**config.mk**
```make
export PLATFORM = sky130hd
export DESIGN_NAME = decoder_sync_luma_control
export DESIGN_NICKNAME = d
export VERILOG_FILES = /design/src/decoder_sync_luma_pkg.sv /design/src/sharpness_decoder.sv /design/src/decoder_sync_luma_control.sv
export SDC_FILE = /design/constraint.sdc
export NUM_CORES = 1
export LEC_CHECK = 0
export ABC_AREA = 1
export BUFFER_PORTS_ARGS = -buffer_cell sky130_fd_sc_hd__buf_2
export CORE_ASPECT_RATIO = 0.5
export CORE_MARGIN = 2
export CORE_UTILIZATION = 45
export CTS_CLUSTER_SIZE = 10
export DETAILED_ROUTE_END_ITERATION = 10
export PLACE_DENSITY_LB_ADDON = 0.12
export SYNTH_ARGS = -nofsm -noshare
export SYNTH_HDL_FRONTEND = slang
export SYNTH_SLANG_ARGS = --single-unit
export TNS_END_PERCENT = 20
```
**constraint.sdc**
```tcl
create_clock -name i_clock -period 1.15 [get_ports i_clock]
set_input_delay 0.345 -clock i_clock [delete_from_list [all_inputs] [get_ports i_clock]]
set_output_delay 0.345 -clock i_clock [all_outputs]
set_load 0.02 [all_outputs]
```
**src/decoder_sync_luma_pkg.sv**
```systemverilog
package decoder_sync_luma_pkg;

    // subaddresses of the three setting bytes
    localparam logic [7:0] sync_setup_addr = 8'h08;
    localparam logic [7:0] luma_setup_addr = 8'h09;
    localparam logic [7:0] brightness_level_addr = 8'h0a;

    // reset values: auto field, fast locking, loop closed, normal vertical, trap filter active, comb filter off
    localparam logic [7:0] sync_setup_reset = 8'h98;
    localparam logic [7:0] luma_setup_reset = 8'h00;
    localparam logic [7:0] brightness_level_reset = 8'h80;
    localparam logic [7:0] unmapped_read_value = 8'h00;

    // field positions inside the sync and luma bytes
    localparam int sync_auto_bit = 7;
    localparam int sync_select_bit = 6;
    localparam int sync_toggle_bit = 5;
    localparam int sync_horiz_lsb = 3;
    localparam int sync_loop_bit = 2;
    localparam int sync_vnoise_lsb = 0;
    localparam int luma_bypass_bit = 7;
    localparam int luma_comb_bit = 6;
    localparam int luma_delay_bit = 5;
    localparam int luma_remod_bit = 4;
    localparam int luma_sharp_lsb = 0;

    // horizontal time constant and vertical noise codes
    localparam logic [1:0] horiz_tv_code = 2'h0;
    localparam logic [1:0] horiz_vtr_code = 2'h1;
    localparam logic [1:0] horiz_fast_code = 2'h3;
    localparam logic [1:0] vnoise_normal_code = 2'h0;
    localparam logic [1:0] vnoise_fast_code = 2'h1;
    localparam logic [1:0] vnoise_free_code = 2'h2;

    // sharpness code boundaries
    localparam logic [3:0] sharp_plain_code = 4'h0;
    localparam logic [3:0] sharp_first_notch = 4'hd;

    // added line delay: one line at 525 lines, two at 625 lines
    localparam logic [1:0] delay_lines_60hz = 2'h1;
    localparam logic [1:0] delay_lines_50hz = 2'h2;
    localparam logic [1:0] delay_lines_none = 2'h0;

    typedef enum logic [1:0] {h_tv, h_vtr, h_fast, h_reserved} horiz_mode_type;
    typedef enum logic [1:0] {v_normal, v_fast, v_free, v_bypass} vert_mode_type;
    typedef enum logic [1:0] {filt_plain, filt_peaking, filt_lowpass} filter_kind_type;

    typedef struct packed {
        logic auto_field_detect;
        logic field_standard_select;
        logic forced_field_toggle;
        logic [1:0] horiz_time_constant;
        logic horiz_loop_open;
        logic [1:0] vert_noise_mode;
    } sync_setup_type;

    typedef struct packed {
        logic trap_comb_bypass;
        logic adaptive_comb_enable;
        logic extra_line_delay;
        logic remod_bandwidth_wide;
        logic [3:0] sharpness_select;
    } luma_setup_type;

    typedef struct packed {
        logic write;
        logic read;
        logic [7:0] addr;
        logic [7:0] data;
    } reg_access_type;

    typedef struct packed {
        logic trap_active;
        logic comb_active;
        logic remod_bandwidth_wide;
        logic [1:0] extra_delay_lines;
        filter_kind_type filter_kind;
        logic [2:0] filter_step;
        logic notch_enable;
    } luma_path_type;

endpackage

```
**src/sharpness_decoder.sv**
```systemverilog
`timescale 1ns/10ps
`default_nettype none
module sharpness_decoder
(
    // sharpness code in
    input wire logic [3:0] i_code,
    // decoded filter shape
    output var decoder_sync_luma_pkg::filter_kind_type o_kind,
    output logic [2:0] o_step,
    output logic o_notch
);
    import decoder_sync_luma_pkg::*;

    // step grows with code: peaking gets weaker, low-pass gets stronger
    always_comb
    begin
        o_step = i_code[2:0];
        o_notch = 1'b0;
        if (i_code == sharp_plain_code)
        begin
            o_kind = filt_plain;
        end
        else if (!i_code[3])
        begin
            o_kind = filt_peaking;
            o_step = i_code[2:0] - 3'h1;
        end
        else
        begin
            o_kind = filt_lowpass;
            o_notch = (i_code >= sharp_first_notch);
        end
    end

endmodule // sharpness_decoder
`default_nettype wire

```
**src/decoder_sync_luma_control.sv**
```systemverilog
`timescale 1ns/10ps
`default_nettype none
// How it works
// auto bit set: field standard detected automatically
// manual select: 0 is 50 Hz, 1 is 60 Hz
// parity toggles on interlace, or always when forced
// horizontal constant: TV, VTR, reserved, fast locking
// host prefers fast locking or VTR mode
// loop open bit fixes horizontal frequency
// vertical mode: normal, fast, free running, bypass
// host clears auto detect with vertical fast
// bypass bit disables trap and comb filtering
// comb bit picks comb over trap
// extra delay: one line NTSC, two PAL
// remodulation bit widens notch, narrows luma
// sharpness 0 plain, 1 to 7 peaking
// sharpness 8 to 15 low-pass, notches last
// brightness unsigned byte, 128 nominal level
// bytes hold value, apply two cycles after write
module decoder_sync_luma_control
(
    // clock and reset
    input wire logic i_clock,
    input wire logic i_nrst,
    // subaddressed register port
    input wire decoder_sync_luma_pkg::reg_access_type i_reg,
    output logic [7:0] o_read_data,
    // video timing status
    input wire logic i_field_pulse,
    input wire logic i_source_interlaced,
    input wire logic i_detected_60hz,
    // sync processing settings
    output logic o_field_60hz,
    output logic o_field_parity,
    output var decoder_sync_luma_pkg::horiz_mode_type o_horiz_mode,
    output logic o_horiz_loop_open,
    output var decoder_sync_luma_pkg::vert_mode_type o_vert_mode,
    // luma processing settings
    output var decoder_sync_luma_pkg::luma_path_type o_luma,
    output logic [7:0] o_brightness_offset
);
    import decoder_sync_luma_pkg::*;

    ////////////////////////////////////////////////////////////////////////////
    // setting bytes

    sync_setup_type sync_reg;
    sync_setup_type next_sync_reg;
    luma_setup_type luma_reg;
    luma_setup_type next_luma_reg;
    logic [7:0] bright_reg;
    logic [7:0] next_bright_reg;
    logic [7:0] next_read_data;
    logic [7:0] wr_data;

    assign wr_data = i_reg.data;

    always_comb
    begin
        next_sync_reg = sync_reg;
        next_luma_reg = luma_reg;
        next_bright_reg = bright_reg;
        next_read_data = o_read_data;
        if (i_reg.write)
        begin
            case (i_reg.addr)
                sync_setup_addr: next_sync_reg = sync_setup_type'(i_reg.data);
                luma_setup_addr: next_luma_reg = luma_setup_type'(i_reg.data);
                brightness_level_addr: next_bright_reg = i_reg.data;
                default: ; // unmapped writes are dropped
            endcase
        end
        if (i_reg.read)
        begin
            case (i_reg.addr)
                sync_setup_addr: next_read_data = sync_reg;
                luma_setup_addr: next_read_data = luma_reg;
                brightness_level_addr: next_read_data = bright_reg;
                default: next_read_data = unmapped_read_value;
            endcase
        end
    end

    always_ff @(posedge i_clock)
    begin
        if (!i_nrst)
        begin
            sync_reg <= sync_setup_type'(sync_setup_reset);
            luma_reg <= luma_setup_type'(luma_setup_reset);
            bright_reg <= brightness_level_reset;
            o_read_data <= unmapped_read_value;
        end
        else
        begin
            sync_reg <= next_sync_reg;
            luma_reg <= next_luma_reg;
            bright_reg <= next_bright_reg;
            o_read_data <= next_read_data;
        end
    end

    ////////////////////////////////////////////////////////////////////////////
    // applied settings, one cycle behind the stored bytes

    logic next_field_60hz;
    logic next_field_parity;
    horiz_mode_type next_horiz_mode;
    vert_mode_type next_vert_mode;
    luma_path_type next_luma;
    filter_kind_type sharp_kind;
    logic [2:0] sharp_step;
    logic sharp_notch;

    sharpness_decoder u_sharpness
    (
        .i_code(luma_reg.sharpness_select),
        .o_kind(sharp_kind),
        .o_step(sharp_step),
        .o_notch(sharp_notch)
    );

    always_comb
    begin
        // manual select is ignored while auto detect is on
        next_field_60hz = sync_reg.auto_field_detect ? i_detected_60hz
                                                     : sync_reg.field_standard_select;
        // progressive sources keep parity still unless the toggle is forced
        next_field_parity = o_field_parity ^ (i_field_pulse
            & (i_source_interlaced | sync_reg.forced_field_toggle));
        case (sync_reg.horiz_time_constant)
            horiz_tv_code: next_horiz_mode = h_tv;
            horiz_vtr_code: next_horiz_mode = h_vtr;
            horiz_fast_code: next_horiz_mode = h_fast;
            default: next_horiz_mode = h_reserved;
        endcase
        case (sync_reg.vert_noise_mode)
            vnoise_normal_code: next_vert_mode = v_normal;
            vnoise_fast_code: next_vert_mode = v_fast;
            vnoise_free_code: next_vert_mode = v_free;
            default: next_vert_mode = v_bypass;
        endcase
        next_luma.trap_active = !luma_reg.trap_comb_bypass
                                && !luma_reg.adaptive_comb_enable;
        next_luma.comb_active = !luma_reg.trap_comb_bypass
                                && luma_reg.adaptive_comb_enable;
        next_luma.remod_bandwidth_wide = luma_reg.remod_bandwidth_wide;
        // 60 Hz is taken as the NTSC family, 50 Hz as PAL
        if (!luma_reg.extra_line_delay)
            next_luma.extra_delay_lines = delay_lines_none;
        else if (next_field_60hz)
            next_luma.extra_delay_lines = delay_lines_60hz;
        else
            next_luma.extra_delay_lines = delay_lines_50hz;
        next_luma.filter_kind = sharp_kind;
        next_luma.filter_step = sharp_step;
        next_luma.notch_enable = sharp_notch;
    end

    always_ff @(posedge i_clock)
    begin
        if (!i_nrst)
        begin
            o_field_60hz <= 1'b0;
            o_field_parity <= 1'b0;
            o_horiz_mode <= h_fast;
            o_horiz_loop_open <= 1'b0;
            o_vert_mode <= v_normal;
            o_luma <= '0;
            o_brightness_offset <= brightness_level_reset;
        end
        else
        begin
            o_field_60hz <= next_field_60hz;
            o_field_parity <= next_field_parity;
            o_horiz_mode <= next_horiz_mode;
            o_horiz_loop_open <= sync_reg.horiz_loop_open;
            o_vert_mode <= next_vert_mode;
            o_luma <= next_luma;
            o_brightness_offset <= bright_reg;
        end
    end
endmodule // decoder_sync_luma_control
`default_nettype wire

```
# ---- After elaboration in Yosys (flattened, before gate mapping)
# Index checks and enable logic that the tools add are counted.
dict set report totals {
  reg_bits 58
  out_inout_bits 34
  input_bits 23
}
dict set report classes {
  n_lt_le_gt_ge 1
  addsub 1
  bitwise 5
  reduce_logical 13
  muxes 8
  eq_ne 7
}
# operator count
set ops {}
lappend ops {{$eq A8 B4 Y1 const B} 3}
lappend ops {{$pmux W8 S3} 1}
lappend ops {{$pmux W2 S3} 2}
lappend ops {{$reduce_and A2 Y1} 4}
lappend ops {{$mux W3} 2}
lappend ops {{$eq A2 B1 Y1 const B} 2}
lappend ops {{$eq A2 B2 Y1 const B} 2}
lappend ops {{$ge A4 B4 Y1 const B} 1}
lappend ops {{$logic_not A2 Y1} 2}
lappend ops {{$logic_not A4 Y1} 1}
lappend ops {{$mux W2} 2}
lappend ops {{$reduce_or A3 Y1} 1}
lappend ops {{$sub A3 B1 Y3 const B} 1}
lappend ops {{$logic_and A1 B1 Y1} 2}
lappend ops {{$logic_not A1 Y1} 2}
lappend ops {{$not A1 Y1} 2}
lappend ops {{$reduce_or A2 Y1} 1}
lappend ops {{$and A1 B1 Y1} 1}
lappend ops {{$mux W1} 1}
lappend ops {{$or A1 B1 Y1} 1}
lappend ops {{$xor A1 B1 Y1} 1}

# ---- Depth between registers and ports, before layout
dict set report logic_depth {
  ltp_word 3
  mapped_depth 8
}

# ---- Hierarchy
# Synthesis repeated with hierarchy kept, for this count alone.
dict set report hier_totals {
  cells_unflattened 291
  hier_area_um2 2387.3
}
# module cells_each n_inst area_each_um2
set modules_own_cells {}
lappend modules_own_cells {decoder_sync_luma_control 270 1 2280.9}
lappend modules_own_cells {sharpness_decoder 21 1 106.4}

# ---- Least setup slack after synthesis
# Ideal clock, no wire load.
dict set report synth_timing {
  path_kind {input to register}
  from {input i_reg[14] in the netlist's numbering}
  to {register luma_reg[6] in the netlist's numbering}
  path_slack_ps -80
  cell_stages 7
  t_required_ps 1032
  setup_time_ps 118
  arrival_time_ps 1112
  path_cell_list {inv_1 -> nand2_4 -> nor2_8 -> nand3_4 -> buf_6 -> o21ai_1 -> a21oi_2}
}
dict set report synth_via {
  elab_chain_len 2
}
# element line
set synth_rtl {}
lappend synth_rtl {{start: declaration} decoder_sync_luma_control.sv:26} ;# input wire decoder_sync_luma_pkg::reg_access_type i_reg,
lappend synth_rtl {{$eq A8 B4 Y1} decoder_sync_luma_control.sv:66} ;# case (i_reg.addr)
lappend synth_rtl {{$reduce_and A2 Y1 (no line)} -}
lappend synth_rtl {{end signal: assignment} decoder_sync_luma_control.sv:89} ;# luma_reg <= luma_setup_type'(luma_setup_reset);
lappend synth_rtl {{end signal: assignment} decoder_sync_luma_control.sv:96} ;# luma_reg <= next_luma_reg;
lappend synth_rtl {{end: declaration} decoder_sync_luma_control.sv:49} ;# luma_setup_type luma_reg;
# No other way between the ends.
# A chain may end at the register's enable or synchronous reset.

# ---- Worst setup path after layout
dict set report layout_timing {
  from {register o_read_data[0]}
  to {output o_read_data[0]}
}
# element line
set layout_rtl {}
lappend layout_rtl {{start: declaration} decoder_sync_luma_control.sv:27} ;# output logic [7:0] o_read_data,
lappend layout_rtl {{start signal: assignment} decoder_sync_luma_control.sv:91} ;# o_read_data <= unmapped_read_value;
lappend layout_rtl {{start signal: assignment} decoder_sync_luma_control.sv:98} ;# o_read_data <= next_read_data;
# No word-level cell between the ends.

==> impl_metrics.ini <==
[critical_path]
start_kind = flip-flop
cp.required_ps = 810
startpoint = o_read_data[0]
critPathMaxStageDelay_ps = 370
rr_worst_depth = 5
timing.critical_path.buf_inv = 1
worst-setup-path-type = flip-flop to output pin
cp-endpoint = o_read_data[0]
crit_chain = buf_6
cp.arrival_ps = 820
reg2reg_to = o_luma[4]
reg2reg_from = luma_reg[0]
rrSetupSlack_ps = 110
crit_cells = 1
crit_family = flip-flops
crit_path_top_delay_cell = dfxtp_2
critical_path.endpoint_type = output pin
crit_path_max_fanout = 2

[cts]
cts_root_buf = clkbuf_8
cts_tree = done
clock_latency_ps = 330
cts_buffers = 9
clk_pin_slew_ps = 70
hold_buffers = 0
h-tree-depth = 3
cts_buffer_depth = 2
cts.sinks = 58

[die]
initial_utilization = 0.470
core_mm2 = 0.00498
die_h_um = 55
die_area_mm2 = 0.00583
pin_count = 57
num_rows = 18
die_w_um = 106

[timing]
skew_ps = 7.90
slew_headroom = 0.844
period_needed_ps = 1170
hold_violations = 0
slew_violations = 0
worstMarginPinSlew_ps = 227
rsz0062_at_grt = yes
post-route-period-util = 1.01
fin_setup_tns_ps = -28.3
fmax_ghz = 0.858
setup_viol = 2
worst_slack_ps = -15.2

[run_status]
violations = setup timing
status = finished, violations left

[synth]
ys_seq_area_frac = 0.496
synth-main-ff-cell = dfxtp_1
synth.top_cells.by_area = dfxtp_1 (50%), nand3_1 (7.3%), inv_1 (5.9%)
synth_edf_count = 0
synthTopCellsByCount = dfxtp_1 (58), inv_1 (37), nand2_1 (37)
yosysWarnings = 0
async_flop_share = 0
synth_area_per_cell_um2 = 8.64
mappedNetlistArea_mm2 = 0.00234
yosys.cell_count.top_type = dfxtp_1
yosysUniqueCellTypes = 30
ys_seq_elements = 58
syn_nets = 298
yosysTopAreaCellShare = 0.496
synthCells = 271
yosysTopAreaCell = dfxtp_1

[finish]
largest_register_ffs = 11
top_register = o_luma
multi_input_area_um2 = 977
num-fill-cells = 439
area_growth_pct = 41.6
final-seq-area_mm2 = 0.00118
diodes = 0
finalNetCount = 380
fin_area_mm2 = 0.00332
drive_gt1_frac = 0.413

[route]
wl_um = 5670
drtPass1Iterations = 4
routedWlPerCell_um = 13.3
drtIter0Drc = 60
postRouteAntennaNets = 0
num_vias = 2111
drc_errors = 0
viasPerCell = 4.93

[global_route]
grt_pass1_vias = 1889
grt_use_total = 0.209
overflow = 0
grt_max_degree = 19
antenna_found_initial = 0
grt_first_pass_wirelength_um = 8960

[placed_design]
port_buffers = 56
place_area_mm2 = 0.00284
dpl.hpwl_um = 4210
routabilityCongestion = 0.878

[power]
p_leak_nw = 1.52
ir_worst_vdd_uv = 736
cellPowerDensity_mw_per_mm2 = 1390

[flow_run]
maxCapViolCount = 0

[hold_path]
worstHoldPathType = input pin to flip-flop
what timing repair did:
action / 4_1_cts / 5_1_grt
endpoints found under the setup margin: 18 / 47
gates resized for setup: 35 / 42
hold endpoints to repair: 0 / 0
setup buffers: 0 / 4
pin swaps: 0 / 3
how the worst min path moves through the flow:
stage,startpoint,end,slack (ps),depth (start not counted)
2_1_floorplan,bright_reg[0],o_brightness_offset[0],420,2
3_3_place_gp,bright_reg[6],o_brightness_offset[6],440,2
3_5_place_dp,bright_reg[4],o_brightness_offset[4],440,2
4_1_cts,i_reg[4],sync_reg[4],250,3
5_1_grt,i_reg[4],sync_reg[4],260,3
6_report,i_reg[4],sync_reg[4],270,3
routing by layer:
layer,vias up,global-route usage,routed length [um]
li1,1054,-,-
met1,974,0.263,2720
met2,75,0.337,2410
met3,8,0.0714,478
met4,0,0.0943,68
met5,-,0,0
power by group:
group          internal [mW]  leakage, nW  switching [mW]
sequential              2.02        0.477         0.00549
combinational          0.104        0.918           0.164
clock                   1.56        0.123           0.771
total                   3.68         1.52           0.940
cell type report:
class | instances | share of cell area
sequential | 58 | 0.357
tap | 70 | 0.0264
inverter | 41 | 0.0558
clock inverter | 4 | 0.0294
clock buffer | 12 | 0.0468
timing repair buffer | 81 | 0.189
multi-input combinational | 162 | 0.295
placed cells by master, fill, tap and decap left out, types with 12 or more instances in the layout:
master / instances
a21oi_1: 16
buf_2: 25
buf_4: 34
buf_6: 22
dfxtp_1: 41
dfxtp_2: 16
inv_1: 34
nand2_1: 36
nand3_1: 34
nor2_1: 14
o21ai_1: 12
cell families after synthesis:
kind of cell,after synthesis,share of synthesized area
AO/OA/AOI/OAI,54,0.135
adder cells (fa/ha/maj),4,0.0214
buffers and inverters,51,0.100
flip-flops,58,0.496
multiplexers,1,0.00428
AND/OR/NAND/NOR,103,0.243
per-stage QoR:
stage / setup WS (ps) / cells / hold WS, ps / utilization / power [mW]
floorplan: -33.4 / 271 / 420 / - / 2.21
global placement: -302 / 408 / 439 / 0.570 / 2.32
detailed placement: -319 / 408 / 439 / 0.570 / 2.32
CTS: -26.9 / 424 / 254 / 0.638 / 4.65
global route: -38.8 / 428 / 258 / 0.666 / 4.78
finish: -15.2 / 428 / 270 / 0.666 / 4.62
(Power assumes the default switching activity.)
